`config.mk`:
```
export PLATFORM = sky130hd
export DESIGN_NAME = crm_core_regs
export DESIGN_NICKNAME = d
export VERILOG_FILES = /design/src/hw/crm_pkg.sv /design/src/hw/crm_if.sv /design/src/hw/crm_core_regs.sv /design/src/hw/crm_bus_widen.sv
export SDC_FILE = /design/constraint.sdc
export NUM_CORES = 1
export LEC_CHECK = 0
export ABC_AREA = 1
export ABC_CLOCK_PERIOD_IN_PS = 3300
export BUFFER_PORTS_ARGS = -buffer_cell sky130_fd_sc_hd__buf_2
export CAP_MARGIN = 20
export CORE_MARGIN = 1
export CORE_UTILIZATION = 40
export CTS_CLUSTER_SIZE = 24
export DETAILED_ROUTE_END_ITERATION = 10
export GPL_ROUTABILITY_DRIVEN = 0
export HOLD_SLACK_MARGIN = 0.08
export PLACE_DENSITY = 0.62
export SLEW_MARGIN = 20
export SYNTH_ARGS = -nofsm -noshare
export SYNTH_HDL_FRONTEND = slang
export SYNTH_SLANG_ARGS = --single-unit
```
`constraint.sdc`:
```
create_clock -name clock -period 3.3 [get_ports clock]
set_clock_uncertainty 0.05 [all_clocks]
set_input_delay 0.66 -clock clock [delete_from_list [all_inputs] [get_ports clock]]
set_output_delay 0.66 -clock clock [all_outputs]
set_load 0.005 [all_outputs]
```
`src/hw/crm_pkg.sv`:
```
// Purpose: Shared constants and types for the processor register model.
// Assumes: 16-bit registers, 4-bit bank fields, 20-bit core addresses.
// Notes:   Register port offsets are local choices of this block.
package crm_pkg;

    localparam int W_REG  = 16;
    localparam int W_BANK = 4;
    localparam int W_ADDR = 20;
    localparam int W_BUS  = 24;
    localparam int W_RA   = 4;

    // Register port offsets.
    localparam logic [3:0] OFF_ACC_D   = 4'h0;
    localparam logic [3:0] OFF_ACC_E   = 4'h1;
    localparam logic [3:0] OFF_PTR1    = 4'h2;
    localparam logic [3:0] OFF_PTR2    = 4'h3;
    localparam logic [3:0] OFF_PTR3    = 4'h4;
    localparam logic [3:0] OFF_STACK   = 4'h5;
    localparam logic [3:0] OFF_PROG    = 4'h6;
    localparam logic [3:0] OFF_CCR     = 4'h7;
    localparam logic [3:0] OFF_BANKS   = 4'h8;
    localparam logic [3:0] OFF_STATUS  = 4'h9;
    localparam logic [3:0] OFF_STBANK  = 4'ha;

    // Condition code field positions.
    localparam int CC_STOP = 15;
    localparam int CC_MV   = 14;
    localparam int CC_H    = 13;
    localparam int CC_EV   = 12;
    localparam int CC_N    = 11;
    localparam int CC_Z    = 10;
    localparam int CC_V    = 9;
    localparam int CC_C    = 8;
    localparam int CC_IPH  = 7;
    localparam int CC_IPL  = 5;
    localparam int CC_SM   = 4;

    localparam logic [15:0] CCR_RESET = 16'h80e0;

    // Product accumulator bit positions.
    localparam int AM_MSB = 35;
    localparam int AM_EXT = 31;

    // Operation codes on the core operation port.
    typedef enum logic [2:0] {
        OP_NONE  = 3'b000,
        OP_PUSH  = 3'b001,
        OP_PULL  = 3'b010,
        OP_FETCH = 3'b011,
        OP_ALU   = 3'b100,
        OP_BCD   = 3'b101,
        OP_MAC   = 3'b110,
        OP_STOP  = 3'b111
    } crm_op_e;

endpackage

```
`src/hw/crm_if.sv`:
```
// Purpose: Carries a 20-bit core address to the bus widener.
// Assumes: One clock domain.
// Notes:   Core drives the address; widener returns bus address.
interface crm_addr_if;
    logic [19:0] core_addr;
    logic [23:0] bus_addr;
    modport core (output core_addr, input bus_addr);
    modport widen (input core_addr, output bus_addr);
endinterface

```
`src/hw/crm_core_regs.sv`:
```
// Purpose: Programmer-visible register model of a 16-bit processor core.
// Assumes: Operation port driven by same-clock core logic.
// Notes:   Register port reads answer one cycle after the strobe.
module crm_core_regs
    import crm_pkg::*;
(
    // Clock and reset.
    input  wire logic        clock,
    input  wire logic        rst,
    input  wire logic        clk_en,
    // Reset vector contents.
    input  wire logic [15:0] rv_ptr3,
    input  wire logic [3:0]  rv_ptr3_bank,
    input  wire logic [15:0] rv_pc,
    input  wire logic [15:0] rv_sp,
    input  wire logic [3:0]  rv_stack_bank,
    // Core operation port.
    input  wire logic [2:0]  op,
    input  wire logic        op_byte,
    input  wire logic [15:0] op_a,
    input  wire logic [15:0] op_b,
    input  wire logic        op_sub,
    input  wire logic [35:0] mac_in,
    input  wire logic [3:0]  irq_level,
    // Register port.
    input  wire logic [3:0]  reg_addr,
    input  wire logic [15:0] reg_wdata,
    input  wire logic        reg_wr,
    input  wire logic        reg_rd,
    output logic      [15:0] reg_rdata,
    // Results.
    output logic      [23:0] bus_addr,
    output logic             clock_stopped,
    output logic             irq_accept,
    output logic             misaligned,
    output logic      [15:0] sat_out
);

    logic [15:0] acc_d_reg;
    logic [15:0] acc_e_reg;
    logic [15:0] ptr_reg [3];
    logic [3:0]  pbank_reg [3];
    logic [15:0] sp_reg;
    logic [3:0]  stack_bank_reg;
    logic [15:0] pc_reg;
    logic [15:0] ccr_reg;
    logic [35:0] am_reg;
    logic        sat_sign_reg;
    logic [19:0] addr_next;
    logic [16:0] sum;
    logic [19:0] step;
    logic [19:0] stk;
    logic        ovf;
    logic [36:0] am_next;
    logic [15:0] flag_src;
    crm_addr_if  aif();

    // Concatenates a bank field above a 16-bit register value.
    function automatic logic [19:0] join_addr(input logic [3:0] bk,
                                              input logic [15:0] v);
        join_addr = {bk, v};
    endfunction

    assign stk = join_addr(stack_bank_reg, sp_reg);
    assign sum = op_sub ? {1'b0, op_a} - {1'b0, op_b}
                        : {1'b0, op_a} + {1'b0, op_b};
    assign step = op_byte ? 20'h00001 : 20'h00002;
    assign ovf = op_sub ? (op_a[15] != op_b[15]) && (sum[15] != op_a[15])
                        : (op_a[15] == op_b[15]) && (sum[15] != op_a[15]);
    assign am_next = {am_reg[35], am_reg} + {mac_in[35], mac_in};
    assign flag_src = (op == OP_ALU) ? sum[15:0] : op_a;

    crm_bus_widen u_widen
    (
        .a (aif.widen)
    );

    function automatic logic [3:0] pc_reg_bank(input logic [15:0] cc);
        pc_reg_bank = cc[3:0];
    endfunction

    always_comb
    begin
        case (op)
            OP_FETCH: addr_next = {pc_reg_bank(ccr_reg), pc_reg[15:1],
                                   1'b0};
            OP_PUSH:  addr_next = stk;
            OP_PULL:  addr_next = stk + 20'h00001;
            default:  addr_next = join_addr(pbank_reg[0], ptr_reg[0]);
        endcase
    end
    assign aif.core_addr = addr_next;

    // The vector is taken on the first enabled cycle after reset, so the
    // third pointer can serve as a direct page pointer at once.
    logic load_vec_reg;
    always_ff @(posedge clock)
    begin
        if (rst)
            load_vec_reg <= 1'b1;
        else if (clk_en)
            load_vec_reg <= 1'b0;
    end

    // Accumulators and pointers.
    always_ff @(posedge clock)
    begin
        if (rst)
        begin
            acc_d_reg <= 16'h0000;
            acc_e_reg <= 16'h0000;
            for (int i = 0; i < 3; i++)
            begin
                ptr_reg[i]   <= 16'h0000;
                pbank_reg[i] <= 4'h0;
            end
        end
        else if (clk_en)
        begin
            if (op == OP_ALU)
                acc_d_reg <= sum[15:0];
            if (reg_wr)
            begin
                case (reg_addr)
                    OFF_ACC_D: acc_d_reg <= reg_wdata;
                    OFF_ACC_E: acc_e_reg <= reg_wdata;
                    OFF_PTR1:  ptr_reg[0] <= reg_wdata;
                    OFF_PTR2:  ptr_reg[1] <= reg_wdata;
                    OFF_PTR3:  ptr_reg[2] <= reg_wdata;
                    OFF_BANKS:
                    begin
                        pbank_reg[0] <= reg_wdata[3:0];
                        pbank_reg[1] <= reg_wdata[7:4];
                        pbank_reg[2] <= reg_wdata[11:8];
                    end
                    default: ;
                endcase
            end
            if (load_vec_reg)
            begin
                ptr_reg[2]   <= rv_ptr3;
                pbank_reg[2] <= rv_ptr3_bank;
            end
        end
    end

    // Stack and program counter.
    always_ff @(posedge clock)
    begin
        if (rst)
        begin
            sp_reg         <= 16'h0000;
            stack_bank_reg <= 4'h0;
            pc_reg         <= 16'h0000;
        end
        else if (clk_en)
        begin
            if (load_vec_reg)
            begin
                sp_reg         <= rv_sp;
                stack_bank_reg <= rv_stack_bank;
                pc_reg         <= rv_pc;
            end
            else if (op == OP_PUSH)
                {stack_bank_reg, sp_reg} <= stk - step;
            else if (op == OP_PULL)
                {stack_bank_reg, sp_reg} <= stk + step;
            else if (op == OP_FETCH)
                pc_reg <= {pc_reg[15:1], 1'b0} + 16'h0002;
            else if (reg_wr && reg_addr == OFF_STACK)
                sp_reg <= reg_wdata;
            else if (reg_wr && reg_addr == OFF_STBANK)
                stack_bank_reg <= reg_wdata[3:0];
            else if (reg_wr && reg_addr == OFF_PROG)
                pc_reg <= reg_wdata;
        end
    end

    // Condition codes and product accumulator.
    always_ff @(posedge clock)
    begin
        if (rst)
        begin
            ccr_reg      <= CCR_RESET;
            am_reg       <= 36'h000000000;
            sat_sign_reg <= 1'b0;
        end
        else if (clk_en)
        begin
            case (op)
                OP_ALU:
                begin
                    ccr_reg[CC_V] <= ovf;
                    ccr_reg[CC_C] <= sum[16];
                    ccr_reg[CC_N] <= flag_src[15];
                    ccr_reg[CC_Z] <= (flag_src == 16'h0000);
                end
                OP_BCD:
                    ccr_reg[CC_H] <= (op_a[3:0] + op_b[3:0]) > 5'h0f;
                OP_MAC:
                begin
                    am_reg <= am_next[35:0];
                    if (am_next[36] != am_next[35])
                        ccr_reg[CC_MV] <= 1'b1;
                    if (am_next[35:31] != {5{am_next[31]}})
                        ccr_reg[CC_EV] <= 1'b1;
                    // The true sign is frozen once the overflow flag is up.
                    if (!ccr_reg[CC_MV])
                        sat_sign_reg <= am_next[36];
                end
                // A pulled operand is a read, so N and Z follow it.
                OP_PULL:
                begin
                    ccr_reg[CC_N] <= op_a[15];
                    ccr_reg[CC_Z] <= (op_a == 16'h0000);
                end
                default: ;
            endcase
            if (reg_wr && reg_addr == OFF_CCR)
                ccr_reg <= reg_wdata;
        end
    end

    // Outputs.
    always_ff @(posedge clock)
    begin
        if (rst)
        begin
            bus_addr      <= 24'h000000;
            clock_stopped <= 1'b0;
            irq_accept    <= 1'b0;
            misaligned    <= 1'b0;
            sat_out       <= 16'h0000;
        end
        else if (clk_en)
        begin
            bus_addr <= aif.bus_addr;
            if (op == OP_STOP && !ccr_reg[CC_STOP])
                clock_stopped <= 1'b1;
            else if (irq_accept)
                clock_stopped <= 1'b0;
            irq_accept <= (irq_level == 4'h7) ||
                          ({1'b0, ccr_reg[CC_IPH:CC_IPL]} < irq_level);
            misaligned <= (op == OP_PUSH || op == OP_PULL) && !op_byte
                          && sp_reg[0];
            if (ccr_reg[CC_SM] && (ccr_reg[CC_EV] || ccr_reg[CC_MV]))
                sat_out <= sat_sign_reg ? 16'h8000 : 16'h7fff;
            else
                sat_out <= am_reg[AM_EXT:16];
        end
    end

    // Register port read, answered one cycle later.
    always_ff @(posedge clock)
    begin
        if (rst)
            reg_rdata <= 16'h0000;
        else if (clk_en && reg_rd)
        begin
            case (reg_addr)
                OFF_ACC_D:  reg_rdata <= acc_d_reg;
                OFF_ACC_E:  reg_rdata <= acc_e_reg;
                OFF_PTR1:   reg_rdata <= ptr_reg[0];
                OFF_PTR2:   reg_rdata <= ptr_reg[1];
                OFF_PTR3:   reg_rdata <= ptr_reg[2];
                OFF_STACK:  reg_rdata <= sp_reg;
                OFF_PROG:   reg_rdata <= pc_reg;
                OFF_CCR:    reg_rdata <= ccr_reg;
                OFF_BANKS:  reg_rdata <= {4'h0, pbank_reg[2], pbank_reg[1],
                                          pbank_reg[0]};
                OFF_STATUS: reg_rdata <= {13'h0, misaligned,
                                          irq_accept, clock_stopped};
                OFF_STBANK: reg_rdata <= {12'h000, stack_bank_reg};
                default:    reg_rdata <= 16'h0000;
            endcase
        end
    end

    a_push_dec: assert property (@(posedge clock) disable iff (rst)
        clk_en && !load_vec_reg && op == OP_PUSH && !op_byte
        |=> {stack_bank_reg, sp_reg} == $past(stk) - 20'h2)
        else $error("push did not step stack down");
    a_pull_inc: assert property (@(posedge clock) disable iff (rst)
        clk_en && !load_vec_reg && op == OP_PULL && op_byte
        |=> {stack_bank_reg, sp_reg} == $past(stk) + 20'h1)
        else $error("pull did not step stack up");
    a_fetch_align: assert property (@(posedge clock) disable iff (rst)
        clk_en && op == OP_FETCH |=> bus_addr[0] == 1'b0)
        else $error("fetch address odd");
    a_bus_upper: assert property (@(posedge clock) disable iff (rst)
        bus_addr[23:20] == {4{bus_addr[19]}})
        else $error("bus upper nibble wrong");
    a_stop_clock: assert property (@(posedge clock) disable iff (rst)
        clk_en && op == OP_STOP && ccr_reg[CC_STOP] && !clock_stopped
        |=> !clock_stopped)
        else $error("stop acted while disabled");
    a_sat_value: assert property (@(posedge clock) disable iff (rst)
        clk_en && ccr_reg[CC_SM] && ccr_reg[CC_MV]
        |=> sat_out == 16'h8000 || sat_out == 16'h7fff)
        else $error("saturation missing");
    a_zero_flag: assert property (@(posedge clock) disable iff (rst)
        clk_en && op == OP_ALU && !(reg_wr && reg_addr == OFF_CCR)
        |=> ccr_reg[CC_Z] == ($past(sum[15:0]) == 16'h0000))
        else $error("zero flag wrong");
    a_mv_sticky: assert property (@(posedge clock) disable iff (rst)
        clk_en && ccr_reg[CC_MV] && !(reg_wr && reg_addr == OFF_CCR)
        |=> ccr_reg[CC_MV])
        else $error("overflow flag lost");
    a_vec_load: assert property (@(posedge clock) disable iff (rst)
        clk_en && load_vec_reg
        |=> ptr_reg[2] == $past(rv_ptr3)
            && pbank_reg[2] == $past(rv_ptr3_bank))
        else $error("third pointer vector not loaded");
    a_irq_mask: assert property (@(posedge clock) disable iff (rst)
        clk_en && irq_level != 4'h7
        && irq_level <= {1'b0, ccr_reg[CC_IPH:CC_IPL]}
        |=> !irq_accept)
        else $error("masked interrupt accepted");
    c_push: cover property (@(posedge clock) clk_en && op == OP_PUSH);
    c_fetch: cover property (@(posedge clock) clk_en && op == OP_FETCH);
    c_vec: cover property (@(posedge clock) clk_en && load_vec_reg);
    c_stop: cover property (@(posedge clock) clock_stopped);
    c_sat:  cover property (@(posedge clock) sat_out == 16'h7fff);

endmodule

```
`src/hw/crm_bus_widen.sv`:
```
// Purpose: Widens a 20-bit core address to the 24-bit module bus.
// Assumes: Combinational; the caller registers the result.
// Notes:   Line 19 is copied onto lines 23 to 20.
module crm_bus_widen
(
    crm_addr_if.widen a
);
    assign a.bus_addr = {{4{a.core_addr[19]}}, a.core_addr};
endmodule

```
; Yosys cells after proc, flatten, opt, wreduce, memory -nomap -nowiden
; Memories as Yosys holds them, arrays and structs flattened.
; Cells that the tools add are included.
[totals]
mem_count = 2
wordCells = 185
mem_bits_rw = 60
in_bits = 158
ff_bits = 177
latchBits = 0
output_inout_bits = 59
romBits = 0
[op_classes]
div = 0
n_lt_le_gt_ge = 2
n_mux = 73
eq_ne = 29
shifts = 0
bitwise = 9
reduce_logical = 42
add_sub_neg = 8
multipliers = 0
[memory_table]
columns = memory, depth, width, read_ports, rd_ports_with_merged_regs, wr, line
row1 = ptr_reg, 3, 16, 3, 0, 3, crm_core_regs.sv:41  ; logic [15:0] ptr_reg [3];
row2 = pbank_reg, 3, 4, 3, 0, 3, crm_core_regs.sv:42  ; logic [3:0] pbank_reg [3];
[ops]
columns = operator, n
row1 = 16-bit 2-to-1 mux, 22
row2 = 16-bit one-hot mux with 11 select lines, 1
row3 = 20-bit one-hot mux with 3 select lines, 1
row4 = 4-bit 2-to-1 mux, 10
row5 = 36-bit by 36-bit adder with 37-bit output, 1
row6 = 1-bit 2-to-1 mux, 34
row7 = 16-bit zero test, 2
row8 = 20-bit by 1-bit adder with 20-bit output (second input constant), 1
row9 = 20-bit by 2-bit adder with 20-bit output, 1
row10 = 4-bit by 3-bit == test with 1-bit output (second input constant), 5
row11 = 20-bit by 2-bit subtractor with 20-bit output, 1
row12 = 16-bit by 16-bit adder with 17-bit output, 1
row13 = 17-bit 2-to-1 mux, 1
row14 = 16-bit by 16-bit subtractor with 17-bit output, 1
row15 = 16-bit by 2-bit adder with 16-bit output (second input constant), 1
row16 = 15-bit 2-to-1 mux, 1
row17 = 3-bit AND reduction, 5
row18 = 3-bit == test (second input constant), 4
row19 = 4-bit == test (second input constant), 3
row20 = 2-bit AND reduction, 6
row21 = 2-bit nonzero test, 6
row22 = 1-bit logical AND, 11
row23 = 4-bit by 2-bit == test with 1-bit output (second input constant), 2
row24 = 4-bit by 2-bit != test with 1-bit output (second input constant), 2
row25 = 22 further kinds, 40

; Longest topological paths before layout
; Gate-level depths: netlist of the first run.
[depth]
word_depth = 9
depth_mapped = 23
ltp_nobuf = 23

; By module
; A second synthesis of the first run with hierarchy kept.
[hier_totals]
hier_cells = 2447
area_unflattened_um2 = 16802.4
[modules_own_cells]
columns = module, n_inst, seq_area_each_um2, area_per_inst_um2, cells_each
row1 = crm_core_regs, 1, 5425.2, 16622.2, 2423
row2 = crm_bus_widen, 1, 0.0, 180.2, 24

; Least setup slack after synthesis of the first run
; Ideal clock, no wire load.
[synth_timing]
path_type = input-to-reg
startpoint = input op_b[1]
endpoint = register ccr_reg[8]
cell_stages = 21
setup_slack_ps = 298
path_buffers = 0
arrival_time_ps = 2819
setup_ps = 134
required_ps = 3116
path_cell_list = inv_1 -> ha_1 -> inv_1 -> nor2_1 -> inv_1 -> o31ai_1 -> xnor2_1 -> inv_1 -> ha_1 -> nand2_1 -> nor2_1 -> nor2_1 -> nor3_1 -> nor2_1 -> nand2_1 -> nand2_1 -> nand2_1 -> a21oi_1 -> nor2_1 -> o21ai_0 -> a21oi_1
[synth_between]
elab_chain_cells = 4
word_cells_on_any_way = 5
cone_classes = 2 x add/sub / 3 x mux
[synth_lines]
columns = element, line
row1 = from (decl), crm_core_regs.sv:21  ; input wire logic [15:0] op_b,
row2 = 16-bit by 16-bit adder with 17-bit output / 16-bit by 16-bit subtractor with 17-bit output (equally long branches), "crm_core_regs.sv:66, crm_core_regs.sv:65"
row3 = 17-bit 2-to-1 mux *, crm_core_regs.sv:65  ; assign sum = op_sub ? {1'b0, op_a} - {1'b0, op_b}
row4 = 2-bit 2-to-1 mux *, crm_core_regs.sv:190  ; case (op)
row5 = 15-bit 2-to-1 mux *, crm_core_regs.sv:219  ; if (reg_wr && reg_addr == OFF_CCR)
row6 = "to (signal, indexed assignment)", crm_core_regs.sv:193  ; ccr_reg[CC_V] <= ovf;
row7 = "to (signal, indexed assignment)", crm_core_regs.sv:194  ; ccr_reg[CC_C] <= sum[16];
row8 = to (signal assigned), crm_core_regs.sv:220  ; ccr_reg <= reg_wdata;
row9 = to (decl), crm_core_regs.sv:46  ; logic [15:0] ccr_reg;
; Mark *: on every way between the ends. The rest lies on a longest branch, timed or not. The select of a mux whose other input is x is not followed.
; A chain may end at the register's enable or synchronous reset.

; Final worst setup path of the first run
[layout_timing]
startpoint = register sp_reg[0]
endpoint = register stack_bank_reg[2]
[layout_between]
elab_chain_cells = 4
word_cells_on_any_way = 5
cone_classes = 2 x add/sub / 3 x mux
[layout_lines]
columns = element, line
row1 = from (decl), crm_core_regs.sv:43  ; logic [15:0] sp_reg;
row2 = from (signal assigned), crm_core_regs.sv:160  ; sp_reg <= rv_sp;
row3 = from (signal assigned), crm_core_regs.sv:165  ; {stack_bank_reg, sp_reg} <= stk - step;
row4 = from (signal assigned), crm_core_regs.sv:167  ; {stack_bank_reg, sp_reg} <= stk + step;
row5 = 20-bit by 2-bit adder with 20-bit output, crm_core_regs.sv:167
row6 = 4-bit 2-to-1 mux, crm_core_regs.sv:166  ; else if (op == OP_PULL)
row7 = 4-bit 2-to-1 mux *, crm_core_regs.sv:164  ; else if (op == OP_PUSH)
row8 = 4-bit 2-to-1 mux *, crm_core_regs.sv:158  ; if (load_vec_reg)
row9 = to (signal assigned), crm_core_regs.sv:161  ; stack_bank_reg <= rv_stack_bank;
row10 = to (signal assigned), crm_core_regs.sv:165
row11 = to (signal assigned), crm_core_regs.sv:167
row12 = to (decl), crm_core_regs.sv:44  ; logic [3:0] stack_bank_reg;
; Mark *: on every way between the ends. The rest lies on a longest branch, timed or not.

==> results.sh, run 1 <==
export IMPL_maxSlewViolCount=0
export IMPL_ys_seq_elements=237
export IMPL_p_clk_share_pct=39.7
export IMPL_ant_nets=0
export IMPL_cap_viol_max_count=0
export IMPL_min_path_type="in2reg"
export IMPL_area_growth_pct=17.78
export IMPL_cts_buffer_depth=3
export IMPL_path_cells="inv_1 -> ha_1 -> inv_1 -> fa_1 -> inv_1 -> nand2_2 -> nor2_2 -> nand2_2 -> nor2_4 -> inv_2 -> nor2_4 -> nand2_2 -> nor2_4 -> nand3_2 -> o211ai_1 -> a21oi_1 -> nor2_1 -> nor2_1"
export IMPL_ys_seq_area_share_pct=32.94
export IMPL_die_width_um=203.4
export IMPL_min_period_ns=2.958
export IMPL_cp_start_kind="register"
export IMPL_leakagePower_nw=8.606
export IMPL_power_mw=8.238
export IMPL_antenna_found_initial=2
export IMPL_tightestPinTransition_ns=1.013
export IMPL_pwr_share_comb_pct=20.6
export IMPL_syn_area_per_cell_um2=6.835
export IMPL_vias=17650
export IMPL_yosys_warnings=0
export IMPL_insertion_delay_ns=0.59
export IMPL_wirelength_mm=61.07
export IMPL_grt_pass1_vias=16830
export IMPL_ctsHoldBuffers=0
export IMPL_routed_via_density=5.607
export IMPL_cp_max_fo=5
export IMPL_cts_tree="yes"
export IMPL_max_slew_margin_pct=32.42
export IMPL_synth_async_reset_ratio_pct=0
export IMPL_grt_total_usage_pct=29.05
export IMPL_ys_types=58
export IMPL_status="finished, final reports clean"
export IMPL_p_per_area_nw_per_um2=431.1
export IMPL_cts_max_level=1
export IMPL_worstSetupPathType="reg2reg"
export IMPL_yosys_top_cells_count="532 x nand2_1, 286 x inv_1, 240 x a21oi_1"
export IMPL_synth_most_common_cell="nand2_1"
export IMPL_end_kind="register"
export IMPL_route_detailed_drc=0
export IMPL_grt_overflow_total=0
export IMPL_finalSetupViolations=0
export IMPL_drtPass1Iterations=7
export IMPL_clkTransAtPathRegs_ns=0.07
export IMPL_grt_start_max_net_pins=74
export IMPL_slowest_stage="fa_1"
export IMPL_cp_required_ns=3.70
export IMPL_arrival_ns=3.36
export IMPL_p_seq_share_pct=39.7
export IMPL_routedWlPerCell_um=19.40
export IMPL_rsz0062_at_grt="no"
export IMPL_synth_fp_nets=2601
export IMPL_final_nets=2826
export IMPL_synth_edff_count=60
export IMPL_max_vdd_ir_drop_v=0.0004083
export IMPL_largest_reg_flops=48
export IMPL_final_layout_size_suffix_gt1_share_pct=16.25
export IMPL_synth_ff_type="dfxtp_1"
export IMPL_hold_violations=0
export IMPL_syn_area_um2=16230
export IMPL_die_height_um=203.4
export IMPL_fin_hold_ws_ns=0.3030
export IMPL_coreArea_um2=39910
export IMPL_numCtsBuffers=28
export IMPL_fin_util_pct=47.88
export IMPL_dr_first_iter_drc_count=1496
export IMPL_start_util_pct=40.65
export IMPL_fin_crit_sh_pct=89.64
export IMPL_numPortBuffers=216
export IMPL_synth_top_area_cell="dfxtp_1"
export IMPL_clock_fmax_ghz=0.3381
export IMPL_synth_top_cell_area_share_pct=21.84
export IMPL_num_io_pins=217
export IMPL_yosys_top_cells_area="dfxtp_1 22%, nand2_1 12%, edfxtp_1 11%, a21oi_1 7.4%, inv_1 6.6%"
export IMPL_power_switching_mw=2.557
export IMPL_root_buffer="clkbuf_16"
export IMPL_dieArea_um2=41370
export IMPL_slowest_delay_ns=0.40
export IMPL_switching_share_pct=31.03
export IMPL_p_int_mw=5.682
export IMPL_syn_inst=2374
export IMPL_fp_row_count=73
export IMPL_cts_sinks=237
export IMPL_place_hpwl_mm=47.39
export IMPL_grt_first_pass_wirelength_mm=93.99
==> critical path, delay by kind of cell, from the launching register on <==
kind	cells	cell delay [ns]
AND/OR/NAND/NOR	10	0.92
adder cells (fa/ha/maj)	2	0.65
buffers and inverters	4	0.52
flip-flops	1	0.37
AO/OA/AOI/OAI	2	0.28
==> per-layer routing <==
| metal | GRT usage (%) | up-vias | share of wire (%) |
|---|---|---|---|
| met3 | 5.161 | 198 | 8.8 |
| met1 | 34.84 | 8129 | 38 |
| met4 | 16.00 | 2 | 6.3 |
| met2 | 49.11 | 846 | 46 |
| met5 | 0 | - | 0.013 |
| li1 | - | 8471 | - |
==> final cells by class <==
class                           instances  area [um2]
Antenna cell                            1       2.502
Clock buffer                           36       754.5
Clock inverter                         16       207.7
Fill cell                            4072       20800
Inverter                              304        1144
Multi-Input combinational cell       1729        9294
Sequential cell                       237        5345
Tap cell                              525       656.9
Timing Repair Buffer                  299        1707
==> cell families after synthesis <==
| group | after synthesis | share of synthesized area [%] |
|---|---|---|
| XOR/XNOR | 66 | 3.563 |
| flip-flops | 237 | 32.94 |
| buffers and inverters | 408 | 9.847 |
| adder cells (fa/ha/maj) | 69 | 5.552 |
| AND/OR/NAND/NOR | 935 | 24.52 |
| AO/OA/AOI/OAI | 659 | 23.57 |
==> path summary, 6_finish.rpt <==
path / start / endpoint / slack, ns / cells after the start
worst max-delay path: sp_reg[0] / stack_bank_reg[2] / 0.34 / 18
worst max register to register: sp_reg[0] / stack_bank_reg[2] / 0.34 / 18
worst min-delay path: rv_ptr3[0] / ptr_reg[2][0] / 0.30 / 3
worst min register to register: acc_e_reg[2] / acc_e_reg[2] / 0.40 / 2
==> placed cells by master (no fill, tap or decap), types with 5 or more instances in the layout <==
| master | n |
|---|---|
| fa_1 | 5 |
| nor2_2 | 17 |
| dfxtp_1 | 177 |
| clkbuf_1 | 5 |
| o221ai_1 | 8 |
| o21ai_0 | 206 |
| a21oi_1 | 240 |
| o2111ai_1 | 22 |
| xor2_1 | 40 |
| o22ai_1 | 37 |
| xnor2_1 | 26 |
| nand4_1 | 19 |
| buf_2 | 215 |
| a221oi_1 | 29 |
| nand3_1 | 95 |
| clkbuf_16 | 28 |
| nand2_2 | 15 |
| nor3_1 | 20 |
| o211ai_1 | 34 |
| nand2_1 | 532 |
| nor2_1 | 202 |
| nor4_1 | 8 |
| nor2_4 | 9 |
| inv_1 | 285 |
| a211oi_1 | 10 |
| inv_2 | 17 |
| o21ai_1 | 13 |
| edfxtp_1 | 60 |
| a31oi_1 | 28 |
| buf_4 | 84 |
| o21bai_1 | 11 |
| clkinv_2 | 6 |
| ha_1 | 64 |
==> what timing repair did <==
action                                  CTS  global route
endpoints found under the setup margin    0             2
resized for setup                         0             2
setup buffers                             0             0
==> power groups by stage <==
stage / Clock [mW] / Sequential [mW] / Combinational (mW)
2_1_floorplan: 0 / 3.26 / 1.04
3_3_place_gp: 0 / 3.32 / 1.64
3_5_place_dp: 0 / 3.32 / 1.66
4_1_cts: 3.32 / 3.26 / 1.67
5_1_grt: 3.42 / 3.28 / 1.87
6_report: 3.27 / 3.27 / 1.70
==> per-stage QoR <==
| stage | instances | cell area (um2) | setup WS (ns) | TNS [ns] |
|---|---|---|---|---|
| CTS | 3146 | 19100 | 0.3956 | 0 |
| global route | 3147 | 19110 | 0.02599 | 0 |
| floorplan | 2374 | 16230 | 0.2975 | 0 |
| detailed placement | 3094 | 18140 | -0.1622 | -0.9061 |
| global placement | 3094 | 18140 | -0.1795 | -0.4393 |
| finish | 3147 | 19110 | 0.3419 | 0 |
Power figures use the tool's default switching activity.
==> inputs of run 2 (changes only) <==
CORE_MARGIN = 2   (was 1)
CTS_BUF_LIST = sky130_fd_sc_hd__clkbuf_16   (was default)
==> results.sh, run 2 (synthesized netlist as in run 1, its figures left out) <==
export IMPL_end_kind="register"
export IMPL_wirelength_mm=62.05
export IMPL_max_vdd_ir_drop_v=0.0003558
export IMPL_power_switching_mw=2.494
export IMPL_largest_reg_flops=48
export IMPL_cp_common_cell="inv_1"
export IMPL_pwr_share_comb_pct=21.9
export IMPL_rsz0062_at_grt="no"
export IMPL_p_int_mw=5.390
export IMPL_min_path_type="in2reg"
export IMPL_coreArea_um2=39910
export IMPL_place_area_um2=18210
export IMPL_insertion_delay_ns=0.57
export IMPL_routedWlPerCell_um=19.68
export IMPL_final_layout_size_suffix_gt1_share_pct=16.15
export IMPL_grt_pass1_vias=17050
export IMPL_cts_buffer_depth=3
export IMPL_cap_viol_max_count=0
export IMPL_post_cts_buffers=0
export IMPL_place_hpwl_mm=48.16
export IMPL_area_growth_pct=17.37
export IMPL_dieArea_um2=42190
export IMPL_maxSlewViolCount=0
export IMPL_cp_start_kind="input pin"
export IMPL_final_nets=2832
export IMPL_drtPass1Iterations=7
export IMPL_dp_slack_ns=-0.2065
export IMPL_slowest_stage="ha_1"
export IMPL_grt_first_pass_wirelength_mm=94.47
export IMPL_switching_share_pct=31.64
export IMPL_fin_setup_tns_ns=0
export IMPL_layout_commonest_cell="nand2_1"
export IMPL_p_per_area_nw_per_um2=414.0
export IMPL_max_slew_margin_pct=30.96
export IMPL_numCtsBuffers=27
export IMPL_vias=17720
export IMPL_die_height_um=205.4
export IMPL_worstSetupPathType="in2reg"
export IMPL_die_width_um=205.4
export IMPL_fin_crit_sh_pct=89.64
export IMPL_path_cells="buf_2 -> inv_1 -> ha_1 -> inv_1 -> nor2_1 -> inv_1 -> nor2_1 -> a31oi_1 -> xor2_1 -> inv_1 -> ha_1 -> inv_1 -> o21bai_1 -> o21bai_1 -> nand3b_1 -> a21oi_1 -> o21ai_0 -> buf_4 -> a31oi_1 -> o21ai_1 -> a21oi_1"
export IMPL_cp_max_fo=5
export IMPL_p_clk_share_pct=36.6
export IMPL_finalSetupViolations=0
export IMPL_layout_common_cells="532 x nand2_1, 296 x inv_1, 239 x a21oi_1"
export IMPL_routed_via_density=5.621
export IMPL_ant_nets=0
export IMPL_hold_violations=0
export IMPL_slowest_delay_ns=0.33
export IMPL_num_io_pins=217
export IMPL_clock_fmax_ghz=0.3381
export IMPL_route_detailed_drc=0
export IMPL_final_area_um2=19040
export IMPL_start_util_pct=40.65
export IMPL_min_period_ns=2.958
export IMPL_timing_final_ws_setup_ns=0.3419
export IMPL_antenna_found_initial=4
export IMPL_clkTransAtPathRegs_ns=0.06
export IMPL_power_mw=7.884
export IMPL_root_buffer="clkbuf_16"
export IMPL_numPortBuffers=216
export IMPL_fin_hold_ws_ns=0.3246
export IMPL_cp_required_ns=3.74
export IMPL_arrival_ns=3.40
export IMPL_dr_first_iter_drc_count=1677
export IMPL_p_seq_share_pct=41.5
export IMPL_leakagePower_nw=8.641
export IMPL_cts_tree="yes"
export IMPL_filler_cell_count=4045
export IMPL_tightestPinTransition_ns=1.035
export IMPL_grt_total_usage_pct=28.85
export IMPL_fp_row_count=73
export IMPL_status="finished, final reports clean"
export IMPL_grt_start_max_net_pins=59
export IMPL_cts_max_level=1
export IMPL_cts_sinks=237
export IMPL_grt_overflow_total=0
==> run 2: changes by cell type in the layout (fill, tap and decap cells not counted), moves of 2 or more <==
cell	delta
buf_4	+7
bufinv_16	-2
clkbuf_1	-5
clkbuf_8	-2
clkinv_1	+2
clkinvlp_4	-2
inv_1	+11
==> run 2: cell type report <==
cell class | instances | area (um2) | share of cell area, %
multi-input combinational | 1729 | 9309 | 48.88
sequential | 237 | 5345 | 28.07
timing repair buffer | 306 | 1759 | 9.237
inverter | 304 | 1144 | 6.005
clock buffer | 27 | 675.6 | 3.548
tap | 525 | 656.9 | 3.449
clock inverter | 23 | 152.6 | 0.8015
antenna | 1 | 2.502 | 0.01314
==> run 2: power by group through the flow <==
| stage | registers [mW] | clock network (mW) | logic [mW] |
|---|---|---|---|
| after global placement | 3.32 | 0 | 1.66 |
| after detailed placement | 3.33 | 0 | 1.68 |
| final | 3.27 | 2.89 | 1.73 |
| after floorplan | 3.26 | 0 | 1.04 |
| after CTS | 3.27 | 2.92 | 1.70 |
| after global routing | 3.28 | 3.04 | 1.90 |
==> run 2: stage by stage <==
step           util (%)  cells
2_1_floorplan         -   2374
3_3_place_gp      45.58   3101
3_5_place_dp      45.61   3101
4_1_cts           47.69   3151
5_1_grt           47.71   3152
6_report          47.71   3152
==> run 2: metal layers <==
layer / up-vias / GRT usage (%) / wire [um]
met5: - / 0 / 37
met4: 6 / 17.21 / 4313
met3: 206 / 6.145 / 5572
met2: 790 / 48.47 / 28400
met1: 8218 / 33.82 / 23720
li1: 8497 / - / -
==> run 2: critical path: cells and delay by family <==
family                     cells  cell delay, ns
buffers and inverters          7            0.67
xor gates and xnor gates       1            0.16
and+or+nand+nor                3            0.33
AOI/OAI and AO/OA              8            1.09
adders and majority gates      2            0.50
==> run 2: final timing paths <==
kind                                          end         start  cells after the start  slack (ns)
worst max-delay path                acc_d_reg[11]       op_b[1]                     21        0.34
worst min-delay path                   irq_accept  irq_level[3]                      3        0.32
worst max register to register  stack_bank_reg[2]     sp_reg[0]                     18        0.36
worst min register to register       acc_e_reg[8]  acc_e_reg[8]                      2        0.40
==> run 2: repair_timing <==
| action | CTS | global route |
|---|---|---|
| hold buffers | 0 | 0 |
| setup endpoints to repair | 0 | 2 |
| endpoints found under the hold margin | 0 | 0 |
| gates resized for setup | 0 | 2 |
